==> src/rtl/ptc_defs.vh <==
/*
 prescaled timer counter: register offsets, field positions and reset values.
 assumes: included by the timer design files only, by its bare name.
*/
`ifndef PTC_DEFS_VH
`define PTC_DEFS_VH

// register offsets (byte addresses on the 8-bit register port)
`define PTC_ADDR_CONTROL   8'h05
`define PTC_ADDR_COUNT_LO  8'h10
`define PTC_ADDR_COUNT_HI  8'h11
`define PTC_ADDR_IRQ_STAT  8'h12
`define PTC_ADDR_IRQ_MASK  8'h13
`define PTC_ADDR_VECTOR    8'h14

// control register fields
`define PTC_CTL_EXT_EDGE   7
`define PTC_CTL_CNT_EDGE   6
`define PTC_CTL_SRC_SEL    5
`define PTC_CTL_PS_HI      4
`define PTC_CTL_PS_LO      1
`define PTC_CTL_WMASK      8'hFE
`define PTC_CTL_RESET      8'h00

// interrupt status / mask bits
`define PTC_IRQ_OVF        0
`define PTC_IRQ_EXT        1
`define PTC_IRQ_BITS       8'h03
`define PTC_IRQ_RESET      8'h00

// vector acknowledge register bit: writing one marks entry to the overflow vector
`define PTC_VEC_OVF_ACK    0

`endif

==> src/rtl/ptc_timer.v <==
/*
 16-bit prescaled timer/counter with overflow and external-pin interrupts.
 assumes: one clock clk (the instruction clock), asynchronous active-low reset,
 register port with read data one cycle after the read strobe, pins asynchronous
 and passed through synchronisers.
*/
`timescale 1ns/100ps
`include "ptc_defs.vh"

// How it works
// - the counter is 16 bits wide and software sees it as a low and a high byte register.
// - an 8-bit prescaler sits ahead of the counter, stretching overflow to a 24-bit period.
// - control bit 5 set counts the internal clock, clear counts the external count pin.
// - with the pin selected, control bit 6 set counts rising edges and clear counts falling edges.
// - the prescale field in bits 4 to 1 gives 1:8 at 0011, 16 to 128 at 0100 to 0111, 256 with bit 4 set.
// - the counter runs 0000h to FFFFh and wraps to 0000h without stopping.
// - the wrap from FFFFh to 0000h sets the overflow flag.
// - the overflow flag raises the interrupt only while its enable bit is set.
// - entry to the overflow vector clears the overflow flag in hardware.
// - control bit 7 picks which edge of the external interrupt pin raises an event.
// - the control register sits at 05h, resets to zero, and its bit 0 reads as zero.
// - the external path is synchronised ahead of the prescaler and sampled for edges before counting.
module ptc_timer (
   // clock and reset
   input  wire       clk,
   input  wire       arst_n,
   // register port
   input  wire [7:0] addr,
   input  wire [7:0] wdata,
   input  wire       wr_en,
   input  wire       rd_en,
   output reg  [7:0] rdata,
   // pins
   input  wire       external_count_pin,
   input  wire       external_irq_pin,
   // vector entry from the core
   input  wire       overflow_vector_ack,
   // interrupt
   output reg        irq
);

   reg  [7:0]  counter_control;
   reg  [15:0] count_value;
   reg  [7:0]  irq_status;
   reg  [7:0]  irq_mask;
   reg  [7:0]  next_rdata;
   reg  [7:0]  next_status;
   reg  [15:0] next_count;

   wire        count_source_select = counter_control[`PTC_CTL_SRC_SEL];
   wire        count_edge_select   = counter_control[`PTC_CTL_CNT_EDGE];
   wire        ext_irq_edge_select = counter_control[`PTC_CTL_EXT_EDGE];
   wire [3:0]  prescale_select     = counter_control[`PTC_CTL_PS_HI:`PTC_CTL_PS_LO];
   wire        overflow_irq_enable = irq_mask[`PTC_IRQ_OVF];

   wire        wr_ctl   = wr_en && (addr == `PTC_ADDR_CONTROL);
   wire        wr_lo    = wr_en && (addr == `PTC_ADDR_COUNT_LO);
   wire        wr_hi    = wr_en && (addr == `PTC_ADDR_COUNT_HI);
   wire        wr_stat  = wr_en && (addr == `PTC_ADDR_IRQ_STAT);
   wire        wr_mask  = wr_en && (addr == `PTC_ADDR_IRQ_MASK);
   wire        wr_vec   = wr_en && (addr == `PTC_ADDR_VECTOR);

   wire        cnt_pin_edge;
   wire        ext_irq_edge;
   wire        int_tick;
   wire        ext_tick;
   wire        prescaler_output;
   wire        cnt_tick;
   wire        wrap;
   wire        vec_ack;

   // external count edge, selected edge, detected after synchronisation
   ptc_edge_sync u_cnt_sync (
      .clk        (clk),
      .arst_n     (arst_n),
      .din        (external_count_pin),
      .rise_sel   (count_edge_select),
      .edge_pulse (cnt_pin_edge)
   );

   // external interrupt pin edge, own edge select bit
   ptc_edge_sync u_irq_sync (
      .clk        (clk),
      .arst_n     (arst_n),
      .din        (external_irq_pin),
      .rise_sel   (ext_irq_edge_select),
      .edge_pulse (ext_irq_edge)
   );

   // internal source ticks every instruction clock; pin source ticks per selected edge
   assign int_tick = count_source_select;
   assign ext_tick = ~count_source_select & cnt_pin_edge;

   // one shared 8-bit prescaler ahead of the counter; a control write restarts it
   ptc_prescaler #(
      .WIDTH (8)
   ) u_presc (
      .clk        (clk),
      .arst_n     (arst_n),
      .ratio_code (prescale_select),
      .clear      (wr_ctl),
      .tick_in    (int_tick | ext_tick),
      .tick_out   (prescaler_output)
   );

   // with ratio 1:1 the prescaler still adds a cycle of latency; keeps timing uniform
   assign cnt_tick = prescaler_output;
   assign wrap     = cnt_tick && (count_value == 16'hFFFF);
   assign vec_ack  = overflow_vector_ack | (wr_vec & wdata[`PTC_VEC_OVF_ACK]);

   // counter next value: byte loads win over counting in the same cycle
   always @* begin
      next_count = count_value;
      if (cnt_tick)
         next_count = count_value + 16'h0001;
      if (wr_lo)
         next_count[7:0] = wdata;
      if (wr_hi)
         next_count[15:8] = wdata;
   end

   // counter register
   always @(posedge clk or negedge arst_n) begin
      if (!arst_n)
         count_value <= 16'h0000;
      else
         count_value <= next_count;
   end

   // control register; bit 0 is not stored
   always @(posedge clk or negedge arst_n) begin
      if (!arst_n)
         counter_control <= `PTC_CTL_RESET;
      else if (wr_ctl)
         counter_control <= wdata & `PTC_CTL_WMASK;
   end

   // sticky status: set wins over a write-one clear or a vector entry in the same cycle
   always @* begin
      next_status = irq_status;
      if (wr_stat)
         next_status = next_status & ~(wdata & `PTC_IRQ_BITS);
      if (vec_ack)
         next_status[`PTC_IRQ_OVF] = 1'b0;
      if (wrap)
         next_status[`PTC_IRQ_OVF] = 1'b1;
      if (ext_irq_edge)
         next_status[`PTC_IRQ_EXT] = 1'b1;
   end

   // status, mask and the level interrupt output
   always @(posedge clk or negedge arst_n) begin
      if (!arst_n) begin
         irq_status <= `PTC_IRQ_RESET;
         irq_mask   <= `PTC_IRQ_RESET;
         irq        <= 1'b0;
      end else begin
         irq_status <= next_status;
         if (wr_mask)
            irq_mask <= wdata & `PTC_IRQ_BITS;
         irq        <= |(next_status & (wr_mask ? (wdata & `PTC_IRQ_BITS) : irq_mask));
      end
   end

   // read mux; unmapped addresses read zero
   always @* begin
      case (addr)
         `PTC_ADDR_CONTROL:  next_rdata = counter_control;
         `PTC_ADDR_COUNT_LO: next_rdata = count_value[7:0];
         `PTC_ADDR_COUNT_HI: next_rdata = count_value[15:8];
         `PTC_ADDR_IRQ_STAT: next_rdata = irq_status;
         `PTC_ADDR_IRQ_MASK: next_rdata = irq_mask;
         default:            next_rdata = 8'h00;
      endcase
   end

   // read data stands the cycle after the strobe only
   always @(posedge clk or negedge arst_n) begin
      if (!arst_n)
         rdata <= 8'h00;
      else if (rd_en)
         rdata <= next_rdata;
      else
         rdata <= 8'h00;
   end

endmodule // ptc_timer

==> src/rtl/ptc_edge_sync.v <==
/*
 two flip-flop synchroniser with a rising/falling edge detector on the output.
 assumes: single clock domain clk, asynchronous active-low reset.
*/
`timescale 1ns/100ps

module ptc_edge_sync (
   // clock and reset
   input  wire clk,
   input  wire arst_n,
   // signal in
   input  wire din,
   input  wire rise_sel,
   // detected edge
   output reg  edge_pulse
);

   reg meta;
   reg sync;
   reg last;

   // first stage feeds only the second stage; edge logic looks at stage two
   always @(posedge clk or negedge arst_n) begin
      if (!arst_n) begin
         meta       <= 1'b0;
         sync       <= 1'b0;
         last       <= 1'b0;
         edge_pulse <= 1'b0;
      end else begin
         meta       <= din;
         sync       <= meta;
         last       <= sync;
         edge_pulse <= rise_sel ? (sync & ~last) : (~sync & last);
      end
   end

endmodule // ptc_edge_sync

==> src/rtl/ptc_prescaler.v <==
/*
 programmable power-of-two prescaler, 1:1 to 1:256.
 assumes: tick_in is a one-cycle pulse per source event, in the clk domain.
*/
`timescale 1ns/100ps

module ptc_prescaler #(
   parameter WIDTH = 8
) (
   // clock and reset
   input  wire       clk,
   input  wire       arst_n,
   // control
   input  wire [3:0] ratio_code,
   input  wire       clear,
   // events
   input  wire       tick_in,
   output reg        tick_out
);

   reg [WIDTH-1:0] div_cnt;

   // terminal count for a code: 2**code - 1, capped at code 8
   function [WIDTH-1:0] term_of;
      input [3:0] code;
      begin
         if (code[3])
            term_of = {WIDTH{1'b1}};
         else
            term_of = ({{(WIDTH-1){1'b0}}, 1'b1} << code[2:0]) - {{(WIDTH-1){1'b0}}, 1'b1};
      end
   endfunction

   // divide the source ticks; a clear restarts the division cleanly
   always @(posedge clk or negedge arst_n) begin
      if (!arst_n) begin
         div_cnt  <= {WIDTH{1'b0}};
         tick_out <= 1'b0;
      end else if (clear) begin
         div_cnt  <= {WIDTH{1'b0}};
         tick_out <= 1'b0;
      end else if (tick_in) begin
         if (div_cnt >= term_of(ratio_code)) begin
            div_cnt  <= {WIDTH{1'b0}};
            tick_out <= 1'b1;
         end else begin
            div_cnt  <= div_cnt + {{(WIDTH-1){1'b0}}, 1'b1};
            tick_out <= 1'b0;
         end
      end else begin
         tick_out <= 1'b0;
      end
   end

endmodule // ptc_prescaler

==> config.mk <==
export PLATFORM = sky130hd
export DESIGN_NAME = ptc_timer
export DESIGN_NICKNAME = d
export VERILOG_FILES = /design/src/rtl/ptc_timer.v /design/src/rtl/ptc_edge_sync.v /design/src/rtl/ptc_prescaler.v
export VERILOG_INCLUDE_DIRS = /design/src /design/src/rtl
export SDC_FILE = /design/constraint.sdc
export NUM_CORES = 1
export LEC_CHECK = 0
export ABC_AREA = 1
export BUFFER_PORTS_ARGS = -buffer_cell sky130_fd_sc_hd__clkbuf_2
export CORE_MARGIN = 4
export CORE_UTILIZATION = 45
export CTS_BUF_LIST = sky130_fd_sc_hd__clkbuf_4 sky130_fd_sc_hd__clkbuf_8
export DETAILED_ROUTE_END_ITERATION = 7
export SLEW_MARGIN = 30
export SYNTH_ARGS = -nofsm -noshare
export SYNTH_HDL_FRONTEND = slang
export SYNTH_SLANG_ARGS = --single-unit
==> constraint.sdc <==
create_clock -name clk -period 2.1 [get_ports clk]
set_clock_uncertainty 0.1 [all_clocks]
set_input_delay 0.21 -clock clk [delete_from_list [all_inputs] [get_ports clk]]
set_output_delay 0.21 -clock clk [all_outputs]
set_load 0.005 [all_outputs]
==> results of run 1 <==
power by group through the flow:
stage                     logic (uW)  registers (uW)  clock network, uW
after floorplan                  472            1240                  0
after global placement           600            1290                  0
after detailed placement         616            1290                  0
after CTS                        623            1270                623
after global routing             729            1290                666
final                            621            1270                594
worst max-delay path by stage:
| stage | cells past startpoint | end | from | slack (ns) |
|---|---|---|---|---|
| 2_1_floorplan | 13 | u_presc.div_cnt[5]$_DFFE_PN0P_ | counter_control[4]$_DFFE_PN0P_ | 0.28 |
| 3_3_place_gp | 12 | u_presc.div_cnt[5]$_DFFE_PN0P_ | counter_control[4]$_DFFE_PN0P_ | 0.21 |
| 3_5_place_dp | 12 | u_presc.div_cnt[5]$_DFFE_PN0P_ | counter_control[4]$_DFFE_PN0P_ | 0.16 |
| 4_1_cts | 12 | u_presc.div_cnt[5]$_DFFE_PN0P_ | counter_control[4]$_DFFE_PN0P_ | 0.13 |
| 5_1_grt | 12 | u_presc.div_cnt[3]$_DFFE_PN0P_ | counter_control[4]$_DFFE_PN0P_ | 0.03 |
| 6_report | 9 | u_presc.div_cnt[5]$_DFFE_PN0P_ | counter_control[3]$_DFFE_PN0P_ | 0.22 |
per-layer routing:
layer  wire length, microns  track usage [%]  vias up
li1                       -                -     1402
met1                   3490             26.8     1307
met2                   3180             28.7       76
met3                    441             3.72       13
met4                    125             4.77        0
met5                      0                0        -
worst max-delay path: cells and delay by family, from the launching register on:
kind,cells,cell delay (ns)
simple gates,5,0.54
flops,1,0.47
fa+ha+maj,1,0.26
buf+inv,1,0.08
compound gates,2,0.36
flip-flops by register name, indices dropped and copies added (netlist names):
| signal | cells |
|---|---|
| irq_status | 2 |
| rdata | 8 |
| irq | 1 |
| u_presc.tick_out | 1 |
| u_presc.div_cnt | 8 |
| u_cnt_sync.meta | 1 |
| count_value | 16 |
| irq_mask | 2 |
| counter_control | 7 |
| u_cnt_sync.edge_pulse | 1 |
| u_irq_sync.edge_pulse | 1 |
| u_irq_sync.sync | 1 |
| u_irq_sync.meta | 1 |
| u_cnt_sync.sync | 1 |
| u_cnt_sync.last | 1 |
| u_irq_sync.last | 1 |
cell usage after synthesis, drive strengths merged:
| master | number |
|---|---|
| a31oi | 1 |
| xor2 | 7 |
| nand4 | 4 |
| o21a | 1 |
| xnor2 | 4 |
| ha | 10 |
| inv | 66 |
| o21bai | 2 |
| clkbuf | 2 |
| a21oi | 5 |
| nor2 | 47 |
| and2 | 2 |
| nand2 | 137 |
| o211ai | 8 |
| buf | 3 |
| o22ai | 2 |
| a21o | 1 |
| dfrtp | 53 |
| nand3 | 33 |
| nor3 | 10 |
| o21ai | 23 |
cell families after synthesis:
logic type,count (synthesis)
flip-flops,53
AO/OA/AOI/OAI,43
AND/OR/NAND/NOR,233
adder cells (fa/ha/maj),10
buffers and inverters,71
XOR/XNOR,11
area by class of cell:
type	count	area share [%]
Multi-Input combinational cell	297	43.1
Timing Repair Buffer	35	5.92
Inverter	66	7.15
Clock buffer	6	2.38
Sequential cell	53	38.3
Tap cell	77	2.78
Clock inverter	2	0.397
metrics by stage:
stage | area [sq um] | utilization (%) | worst slack (ns)
2_1_floorplan | 3100 | - | 0.279
3_3_place_gp | 3330 | 51.0 | 0.212
3_5_place_dp | 3330 | 51.0 | 0.157
4_1_cts | 3460 | 53.0 | 0.132
5_1_grt | 3470 | 53.1 | 0.0291
6_report | 3470 | 53.1 | 0.219
what timing repair did:
item,4_1_cts,5_1_grt
hold buffers,3,0
endpoints found under the setup margin,0,5
gates resized for setup,0,2
endpoints found under the hold margin,21,0
==> tab_implementation.tex, run 1 <==
\begin{tabular}{lr}
\hline
Metric & Value \\
\hline
\multicolumn{2}{l}{\textbf{Route}} \\
\quad Detail-routed net length per standard cell & around 14 microns \\
\quad Starting DRC count in detailed routing & roughly 170 \\
\quad DRT Pass-1 Iters & 5 \\
\quad Via density per instance & $\sim$5.2 \\
\quad Vias after detailed routing & $\sim$2800 \\
\quad Total wire length after detailed routing & between 7000 and 8000 microns \\
\quad Number of remaining DRC errors & 0 \\
\quad DRT antenna net count & 0 \\
\multicolumn{2}{l}{\textbf{Placed design}} \\
\quad Global placement routability congestion & 0.924 \\
\quad I/O Buffers & 31 \\
\quad Placed Cells & $\sim$530 \\
\quad Post-detail-place hpwl & 5750 microns \\
\multicolumn{2}{l}{\textbf{Synth}} \\
\quad Share of synthesized cell area in full adder, half adder and majority cells & just over 4\% \\
\quad Number of warnings issued by yosys & 0 \\
\quad Biggest area contributors in the synthesized netlist & dfrtp\_1, nand2\_1, inv\_1 \\
\quad Biggest area consumer among synthesized cells & dfrtp\_1 \\
\quad Fraction of synthesized area in multiplexers & 0\% \\
\quad Post-Syn Instances & roughly 420 \\
\quad Syn nets & approximately 450 \\
\quad Count of distinct cell types in the synthesized netlist & 31 \\
\quad Largest family of logic cells by synthesized area & simple AND/OR/NAND/NOR gates \\
\quad Syn\_area\_per\_cell & around 7.4 sq um \\
\quad Area fraction of the dominant cell type after synthesis & 42.8\% \\
\quad Xor and xnor area share after synthesis & 3.11\% \\
\quad Number of storage elements in the synthesis netlist & 53 \\
\quad Synthesized cell area & roughly 3100 sq um \\
\quad Complex-gate fraction of the synthesized area & under 10\% \\
\quad Simple-gate share of the synthesized area & 32.7\% \\
\quad Portion of the post-synthesis area used by sequential elements & a little over two fifths \\
\multicolumn{2}{l}{\textbf{STA}} \\
\quad FMAX & roughly 0.53 GHz \\
\quad Worst-Margin Slew & 0.588 ns \\
\quad Setup total negative slack & 0 ns \\
\quad Minimum clock period after layout & 1.88 ns \\
\quad Worst hold slack & 0.0424 ns \\
\quad Finish-stage setup viols & 0 \\
\quad Count of final max-slew check failures & 0 \\
\quad Unrepaired setup endpoints after global routing & no \\
\quad Final-report hold violation count & 0 \\
\quad Max\_slew headroom & between 60 and 70\% \\
\quad Ratio of final minimum period to clock period & between 80\% and 90\% \\
\multicolumn{2}{l}{\textbf{CTS}} \\
\quad CTS max path bufs & 2 \\
\quad Clk pin slew, worst setup/hold paths & approximately 0.10 ns \\
\quad CTS root buffer & clkbuf\_8 \\
\quad CTS Buf Count & 5 \\
\quad Clock H-tree levels & 2 \\
\quad Number of clock sinks & between 50 and 60 \\
\quad Clock insertion delay at the later pin of the skew report & 0.30 ns \\
\quad Post-CTS Setup Bufs & 0 \\
\quad Clock tree from TritonCTS & yes \\
\multicolumn{2}{l}{\textbf{Finish}} \\
\quad Total of fill cells in the finished design & about 630 \\
\quad Relative area change from synthesis to final layout & 11.9\% \\
\quad Share of layout cells above drive strength 1 & between 10\% and 20\% \\
\quad Ant diodes & 0 \\
\quad Most common cell after layout, fill and taps aside & nand2\_1 \\
\quad Area taken by flip-flops and latches & 1330 sq um \\
\quad Number of cells in the finished layout apart from fillers & between 500 and 600 \\
\quad Most used cells in the layout excluding fill and tap cells & nand2\_1, inv\_1, dfrtp\_1, nor2\_1, nand3\_1 \\
\quad Nets@finish & 491 \\
\quad Multi-input gate area in the final layout & 1490 sq um \\
\multicolumn{2}{l}{\textbf{Min path}} \\
\quad Worst Hold Path EP & count\_value[9]\$\_DFFE\_PN0P\_ \\
\quad Hold Path Cell Cnt & 3 \\
\quad Origin of the worst min-delay path & wdata[1] \\
\quad Min-Delay Path Class & in2reg \\
\multicolumn{2}{l}{\textbf{Critical path}} \\
\quad Library cell appearing most often on the critical path & nor2\_1 \\
\quad Endpoint of the most critical register-to-register path & u\_presc.div\_cnt[5]\$\_DFFE\_PN0P\_ \\
\quad Cell breakdown of the critical path & a21oi\_1 -> ha\_1 -> a21oi\_1 -> nor2\_1 -> nor2\_1 -> nand3\_1 -> nand2\_1 -> inv\_1 -> nor2\_1 \\
\quad CP max FO & 7 \\
\quad Sort of element at the end of the critical path & flip-flop \\
\quad Path depth of the worst reg2reg path & 9 \\
\quad Setup Crit Path Kind & reg2reg \\
\quad Worst endpoint required time & $\sim$2.2 ns \\
\quad Delay of the slowest cell on the worst path & about 0.47 ns \\
\quad Worst EP arrival & 2.01 ns \\
\quad Setup slack of the most critical reg-to-reg path & between 0.2 and 0.25 ns \\
\quad Startpoint kind of the worst setup timing path & flip-flop \\
\quad Cell with the biggest individual delay on the critical path & dfrtp\_1 \\
\quad Worst reg2reg path startpoint & counter\_control[3]\$\_DFFE\_PN0P\_ \\
\multicolumn{2}{l}{\textbf{Floorplanning}} \\
\quad Y dimension of the die & slightly above 90 microns \\
\quad Total number of placement rows & 29 \\
\quad Initial standard-cell utilization of the core & roughly 47\% \\
\quad Die boundary width & 91.0 microns \\
\quad Ports & 32 \\
\quad Die footprint & slightly above 8000 sq um \\
\quad Placeable core area & roughly 6500 sq um \\
\multicolumn{2}{l}{\textbf{Global route}} \\
\quad GRT Residual Overflow & 0 \\
\quad Largest net degree at the start of global routing & 35 \\
\quad Antenna violations before repair & 0 \\
\quad Via count of the first global-routing pass & between 2000 and 3000 \\
\quad Global-route usage over all layers & $\sim$19\% \\
\quad First-pass GRT wire length & about 13000 microns \\
\multicolumn{2}{l}{\textbf{Power}} \\
\quad Final Power & roughly 2500 uW \\
\quad Net switching power figure & 838 uW \\
\quad VDD IR max & about 0.00036 V \\
\quad Power per unit of standard cell area & 718 nW/um\^{}2 \\
\quad Switching power as a share of total power & roughly a third \\
\quad Sequential cell fraction of total power & between 50\% and 60\% \\
\quad Comb power frac & 25.0\% \\
\quad Standby leakage power & $\sim$0.0018 uW \\
\quad Clock Power Share & a little under a quarter \\
\quad Int Power & approximately 1600 uW \\
\multicolumn{2}{l}{\textbf{Run status}} \\
\quad Run status & finished, final reports clean \\
\multicolumn{2}{l}{\textbf{Run}} \\
\quad MaxCap Viol Count & 0 \\
\hline
\end{tabular}
Power figures use the tool's default switching activity.
==> run 2, diff against run 1 <==
SYNTH_HIERARCHICAL = 1   (was not set)
==> run 2 against run 1 <==
Routed wire length fell by 1.5%. Non-clock buffer count grew 3. Synthesized cell count shrank 2.4%. Critical path type unchanged. Largest power group unchanged.
==> tab_implementation.tex, run 2 <==
\begin{tabular}{lr}
\hline
Metric & Value \\
\hline
\multicolumn{2}{l}{\textbf{Run status}} \\
\quad Run status & finished, final reports clean (unchanged) \\
\multicolumn{2}{l}{\textbf{Synth}} \\
\quad Most frequently used cell type in the post-synthesis netlist & nand2\_1 (unchanged) \\
\quad Post-Syn Instances & 411 (was 421) \\
\quad Number of storage elements in the synthesis netlist & 53 (unchanged) \\
\quad Number of warnings issued by yosys & 6 (was 0) \\
\quad Prevailing post-synth register cell & dfrtp\_1 (unchanged) \\
\quad Syn nets & 444 (was 454) \\
\quad Biggest area contributors in the synthesized netlist & dfrtp\_1, nand2\_1, inv\_1 (unchanged) \\
\quad Biggest area consumer among synthesized cells & dfrtp\_1 (unchanged) \\
\quad Area fraction of the dominant cell type after synthesis & 42.0\% (was 42.8\%) \\
\quad Synthesized cell area & 3160 sq um (was 3100 sq um) \\
\quad Count of distinct cell types in the synthesized netlist & 38 (was 31) \\
\quad Syn\_area\_per\_cell & 7.69 sq um (was 7.36 sq um) \\
\quad Portion of the post-synthesis area used by sequential elements & 42.0\% (was 42.8\%) \\
\quad Share of async-settable or async-resettable flops after synthesis & 100\% (unchanged) \\
\quad EDFF count, synth & 0 (unchanged) \\
\quad Commonest cells in the synthesized netlist & nand2\_1, inv\_1, dfrtp\_1, nor2\_1, nand3\_1 (unchanged) \\
\multicolumn{2}{l}{\textbf{Power}} \\
\quad Power per unit of standard cell area & 747 nW/um\^{}2 (was 718 nW/um\^{}2) \\
\quad VDD IR max & 0.000376 V (was 0.000363 V) \\
\quad Final Power & 2650 uW (was 2490 uW) \\
\quad Standby leakage power & 0.00190 uW (was 0.00178 uW) \\
\multicolumn{2}{l}{\textbf{Route}} \\
\quad Total wire length after detailed routing & 7130 microns (was 7240 microns) \\
\quad Detail-routed net length per standard cell & 13.0 microns (was 13.5 microns) \\
\quad Number of remaining DRC errors & 0 (unchanged) \\
\quad Starting DRC count in detailed routing & 170 (was 174) \\
\quad Vias after detailed routing & 2709 (was 2798) \\
\quad DRT antenna net count & 0 (unchanged) \\
\quad Via density per instance & 4.93 (was 5.22) \\
\quad DRT Pass-1 Iters & 4 (was 5) \\
\multicolumn{2}{l}{\textbf{CTS}} \\
\quad Clock tree from TritonCTS & yes (unchanged) \\
\quad CTS max path bufs & 2 (unchanged) \\
\quad Clk pin slew, worst setup/hold paths & 0.10 ns (about the same) \\
\quad Number of gates resized after cts & 0 (unchanged) \\
\quad CTS root buffer & clkbuf\_8 (unchanged) \\
\quad Clock insertion delay at the later pin of the skew report & 0.30 ns (about the same) \\
\quad CTS Buf Count & 5 (unchanged) \\
\quad Number of clock sinks & 53 (unchanged) \\
\quad Clock H-tree levels & 2 (unchanged) \\
\multicolumn{2}{l}{\textbf{Critical path}} \\
\quad Cell depth of the worst setup path & 12 (was 9) \\
\quad Worst reg2reg path startpoint & counter\_control[4]\$\_DFFE\_PN0P\_ (was counter\_control[3]\$\_DFFE\_PN0P\_) \\
\quad Delay of the slowest cell on the worst path & 0.42 ns (was 0.47 ns) \\
\quad Startpoint kind of the worst setup timing path & flip-flop (unchanged) \\
\quad Setup slack of the most critical reg-to-reg path & 0.15 ns (was 0.22 ns) \\
\quad CP max FO & 5 (was 7) \\
\quad Family of cells with the greatest summed delay on the critical path & simple AND/OR/NAND/NOR gates (unchanged) \\
\quad End of the critical path & u\_presc/div\_cnt[5]\$\_DFFE\_PN0P\_ (was u\_presc.div\_cnt[5]\$\_DFFE\_PN0P\_) \\
\quad Library cell appearing most often on the critical path & nor2\_1 (unchanged) \\
\quad Path depth of the worst reg2reg path & 12 (was 9) \\
\quad Sort of element at the end of the critical path & flip-flop (unchanged) \\
\quad Worst endpoint required time & 2.23 ns (about the same) \\
\quad Cell breakdown of the critical path & nor2\_1 -> inv\_1 -> nor2\_1 -> nand2\_1 -> ha\_1 -> nand2\_1 -> nor2\_1 -> nor2\_1 -> nand2\_1 -> nand2\_2 -> nand3\_2 -> a21oi\_1 (was a21oi\_1 -> ha\_1 -> a21oi\_1 -> nor2\_1 -> nor2\_1 -> nand3\_1 -> nand2\_1 -> inv\_1 -> nor2\_1) \\
\quad Endpoint of the most critical register-to-register path & u\_presc/div\_cnt[5]\$\_DFFE\_PN0P\_ (was u\_presc.div\_cnt[5]\$\_DFFE\_PN0P\_) \\
\quad Worst EP arrival & 2.09 ns (was 2.01 ns) \\
\quad Cell with the biggest individual delay on the critical path & dfrtp\_1 (unchanged) \\
\quad Number of buffers and inverters on the critical path & 1 (unchanged) \\
\quad Setup Crit Path Kind & reg2reg (unchanged) \\
\quad Origin of the worst setup path & counter\_control[4]\$\_DFFE\_PN0P\_ (was counter\_control[3]\$\_DFFE\_PN0P\_) \\
\multicolumn{2}{l}{\textbf{Floorplanning}} \\
\quad Die footprint & 8430 sq um (was 8270 sq um) \\
\quad Die boundary width & 91.8 microns (was 91.0 microns) \\
\quad Total number of placement rows & 30 (was 29) \\
\quad Y dimension of the die & 91.8 microns (was 91.0 microns) \\
\quad Ports & 32 (unchanged) \\
\quad Placeable core area & 6790 sq um (was 6530 sq um) \\
\quad Initial standard-cell utilization of the core & 46.5\% (was 47.4\%) \\
\multicolumn{2}{l}{\textbf{Finish}} \\
\quad Most common cell after layout, fill and taps aside & nand2\_1 (unchanged) \\
\quad Ant diodes & 0 (unchanged) \\
\quad Share of layout cells above drive strength 1 & 16.8\% (was 12.6\%) \\
\quad Nets@finish & 485 (was 491) \\
\quad Number of cells in the finished layout apart from fillers & 549 (was 536) \\
\quad Final Util & 52.3\% (was 53.1\%) \\
\quad Area taken by flip-flops and latches & 1330 sq um (about the same) \\
\quad Relative area change from synthesis to final layout & 12.5\% (was 11.9\%) \\
\quad Most used cells in the layout excluding fill and tap cells & nand2\_1, inv\_1, dfrtp\_1, clkbuf\_2, nor2\_1 (was nand2\_1, inv\_1, dfrtp\_1, nor2\_1, nand3\_1) \\
\quad Total of fill cells in the finished design & 672 (was 628) \\
\quad Top reg by flops & count\_value (unchanged) \\
\quad Flip-flop count of the largest register, all copies and words added & 16 (unchanged) \\
\quad Multi-input gate area in the final layout & 1530 sq um (was 1490 sq um) \\
\quad Top Registers & count\_value: 16 flops, rdata: 8 flops, u\_presc/div\_cnt: 8 flops (was count\_value: 16 flops, rdata: 8 flops, u\_presc.div\_cnt: 8 flops) \\
\multicolumn{2}{l}{\textbf{STA}} \\
\quad Finish-stage setup viols & 0 (unchanged) \\
\quad Final-report hold violation count & 0 (unchanged) \\
\quad Minimum clock period after layout & 1.95 ns (was 1.88 ns) \\
\quad Worst-Margin Slew & 0.682 ns (was 0.588 ns) \\
\quad FMAX & 0.512 GHz (was 0.532 GHz) \\
\quad Ratio of final minimum period to clock period & 93.0\% (was 89.6\%) \\
\quad Max\_slew headroom & 54.6\% (was 60.8\%) \\
\quad Setup total negative slack & 0 ns (unchanged) \\
\quad Unrepaired setup endpoints after global routing & no (unchanged) \\
\quad Count of final max-slew check failures & 0 (unchanged) \\
\multicolumn{2}{l}{\textbf{Min path}} \\
\quad Hold Path Cell Cnt & 3 (unchanged) \\
\quad Min-Delay Path Class & in2reg (unchanged) \\
\multicolumn{2}{l}{\textbf{Placed design}} \\
\quad Placed Cells & 537 (was 525) \\
\quad Global placement routability congestion & 0.934 (was 0.924) \\
\quad I/O Buffers & 31 (unchanged) \\
\quad Post-detail-place hpwl & 5590 microns (was 5750 microns) \\
\multicolumn{2}{l}{\textbf{Global route}} \\
\quad Global-route usage over all layers & 18.1\% (was 18.6\%) \\
\quad Via count of the first global-routing pass & 2650 (was 2664) \\
\quad First-pass GRT wire length & 12300 microns (was 12500 microns) \\
\quad GRT Residual Overflow & 0 (unchanged) \\
\quad Antenna violations before repair & 0 (unchanged) \\
\quad Largest net degree at the start of global routing & 54 (was 35) \\
\multicolumn{2}{l}{\textbf{Run}} \\
\quad MaxCap Viol Count & 0 (unchanged) \\
\hline
\end{tabular}
[run 2: cells by family (layout without fill, tap and decap cells)]
logic type,Yosys count,count (layout),synth area share [%]
XOR/XNOR,13,13,3.60
buffers and inverters,74,116,9.62
adder cells (fa/ha/maj),10,10,3.96
flip-flops,53,53,42.0
AND/OR/NAND/NOR,218,218,32.1
AO/OA/AOI/OAI,43,43,8.75
[run 2: final cells by class]
| class | instances | area share, % |
|---|---|---|
| Multi-Input combinational cell | 284 | 43.0 |
| Sequential cell | 53 | 37.3 |
| Inverter | 70 | 7.39 |
| Timing Repair Buffer | 38 | 6.05 |
| Tap cell | 96 | 3.38 |
| Clock buffer | 7 | 2.71 |
| Clock inverter | 1 | 0.141 |
[run 2: timing repair]
action,in CTS,in global routing
setup endpoints to repair,0,3
buffers inserted,0,1
endpoints found under the hold margin,55,0
hold buffers,3,0
[run 2: worst min-delay path by stage]
stage	endpoint	slack, ns	start
2_1_floorplan	count_value[0]$_DFFE_PN0P_	-0.19	arst_n
3_3_place_gp	u_cnt_sync/meta$_DFF_PN0_	0.22	external_count_pin
3_5_place_dp	u_cnt_sync/meta$_DFF_PN0_	0.22	external_count_pin
4_1_cts	count_value[12]$_DFFE_PN0P_	0.04	wdata[4]
5_1_grt	count_value[12]$_DFFE_PN0P_	0.05	wdata[4]
6_report	count_value[12]$_DFFE_PN0P_	0.05	wdata[4]
[run 2: per-layer routing]
layer	vias up	global-route usage [%]	part of all wire (%)
met5	-	0	0
met4	0	4.58	0.80
met3	6	3.04	2.9
met2	57	31.4	50
met1	1273	23.3	46
li1	1373	-	-
[run 2: power breakdown]
part	internal, uW	switching (uW)	total [uW]
Sequential	1160	176	1340
Clock	299	334	633
Combinational	259	427	686
[run 2: through the flow]
step	setup WS [ns]	cell area (sq um)	hold slack [ns]
2_1_floorplan	0.341	3160	-0.186
3_3_place_gp	0.213	3420	0.219
3_5_place_dp	0.146	3420	0.221
4_1_cts	0.121	3550	0.0383
5_1_grt	0.0104	3560	0.0476
6_report	0.147	3560	0.0472
[run 2: worst register-to-register path, delay by kind of cell (launching register included)]
family,cells,cell delay (ns)
AO/OA/AOI/OAI,1,0.16
adder cells (fa/ha/maj),1,0.27
buffers and inverters,1,0.09
flip-flops,1,0.42
AND/OR/NAND/NOR,9,0.85
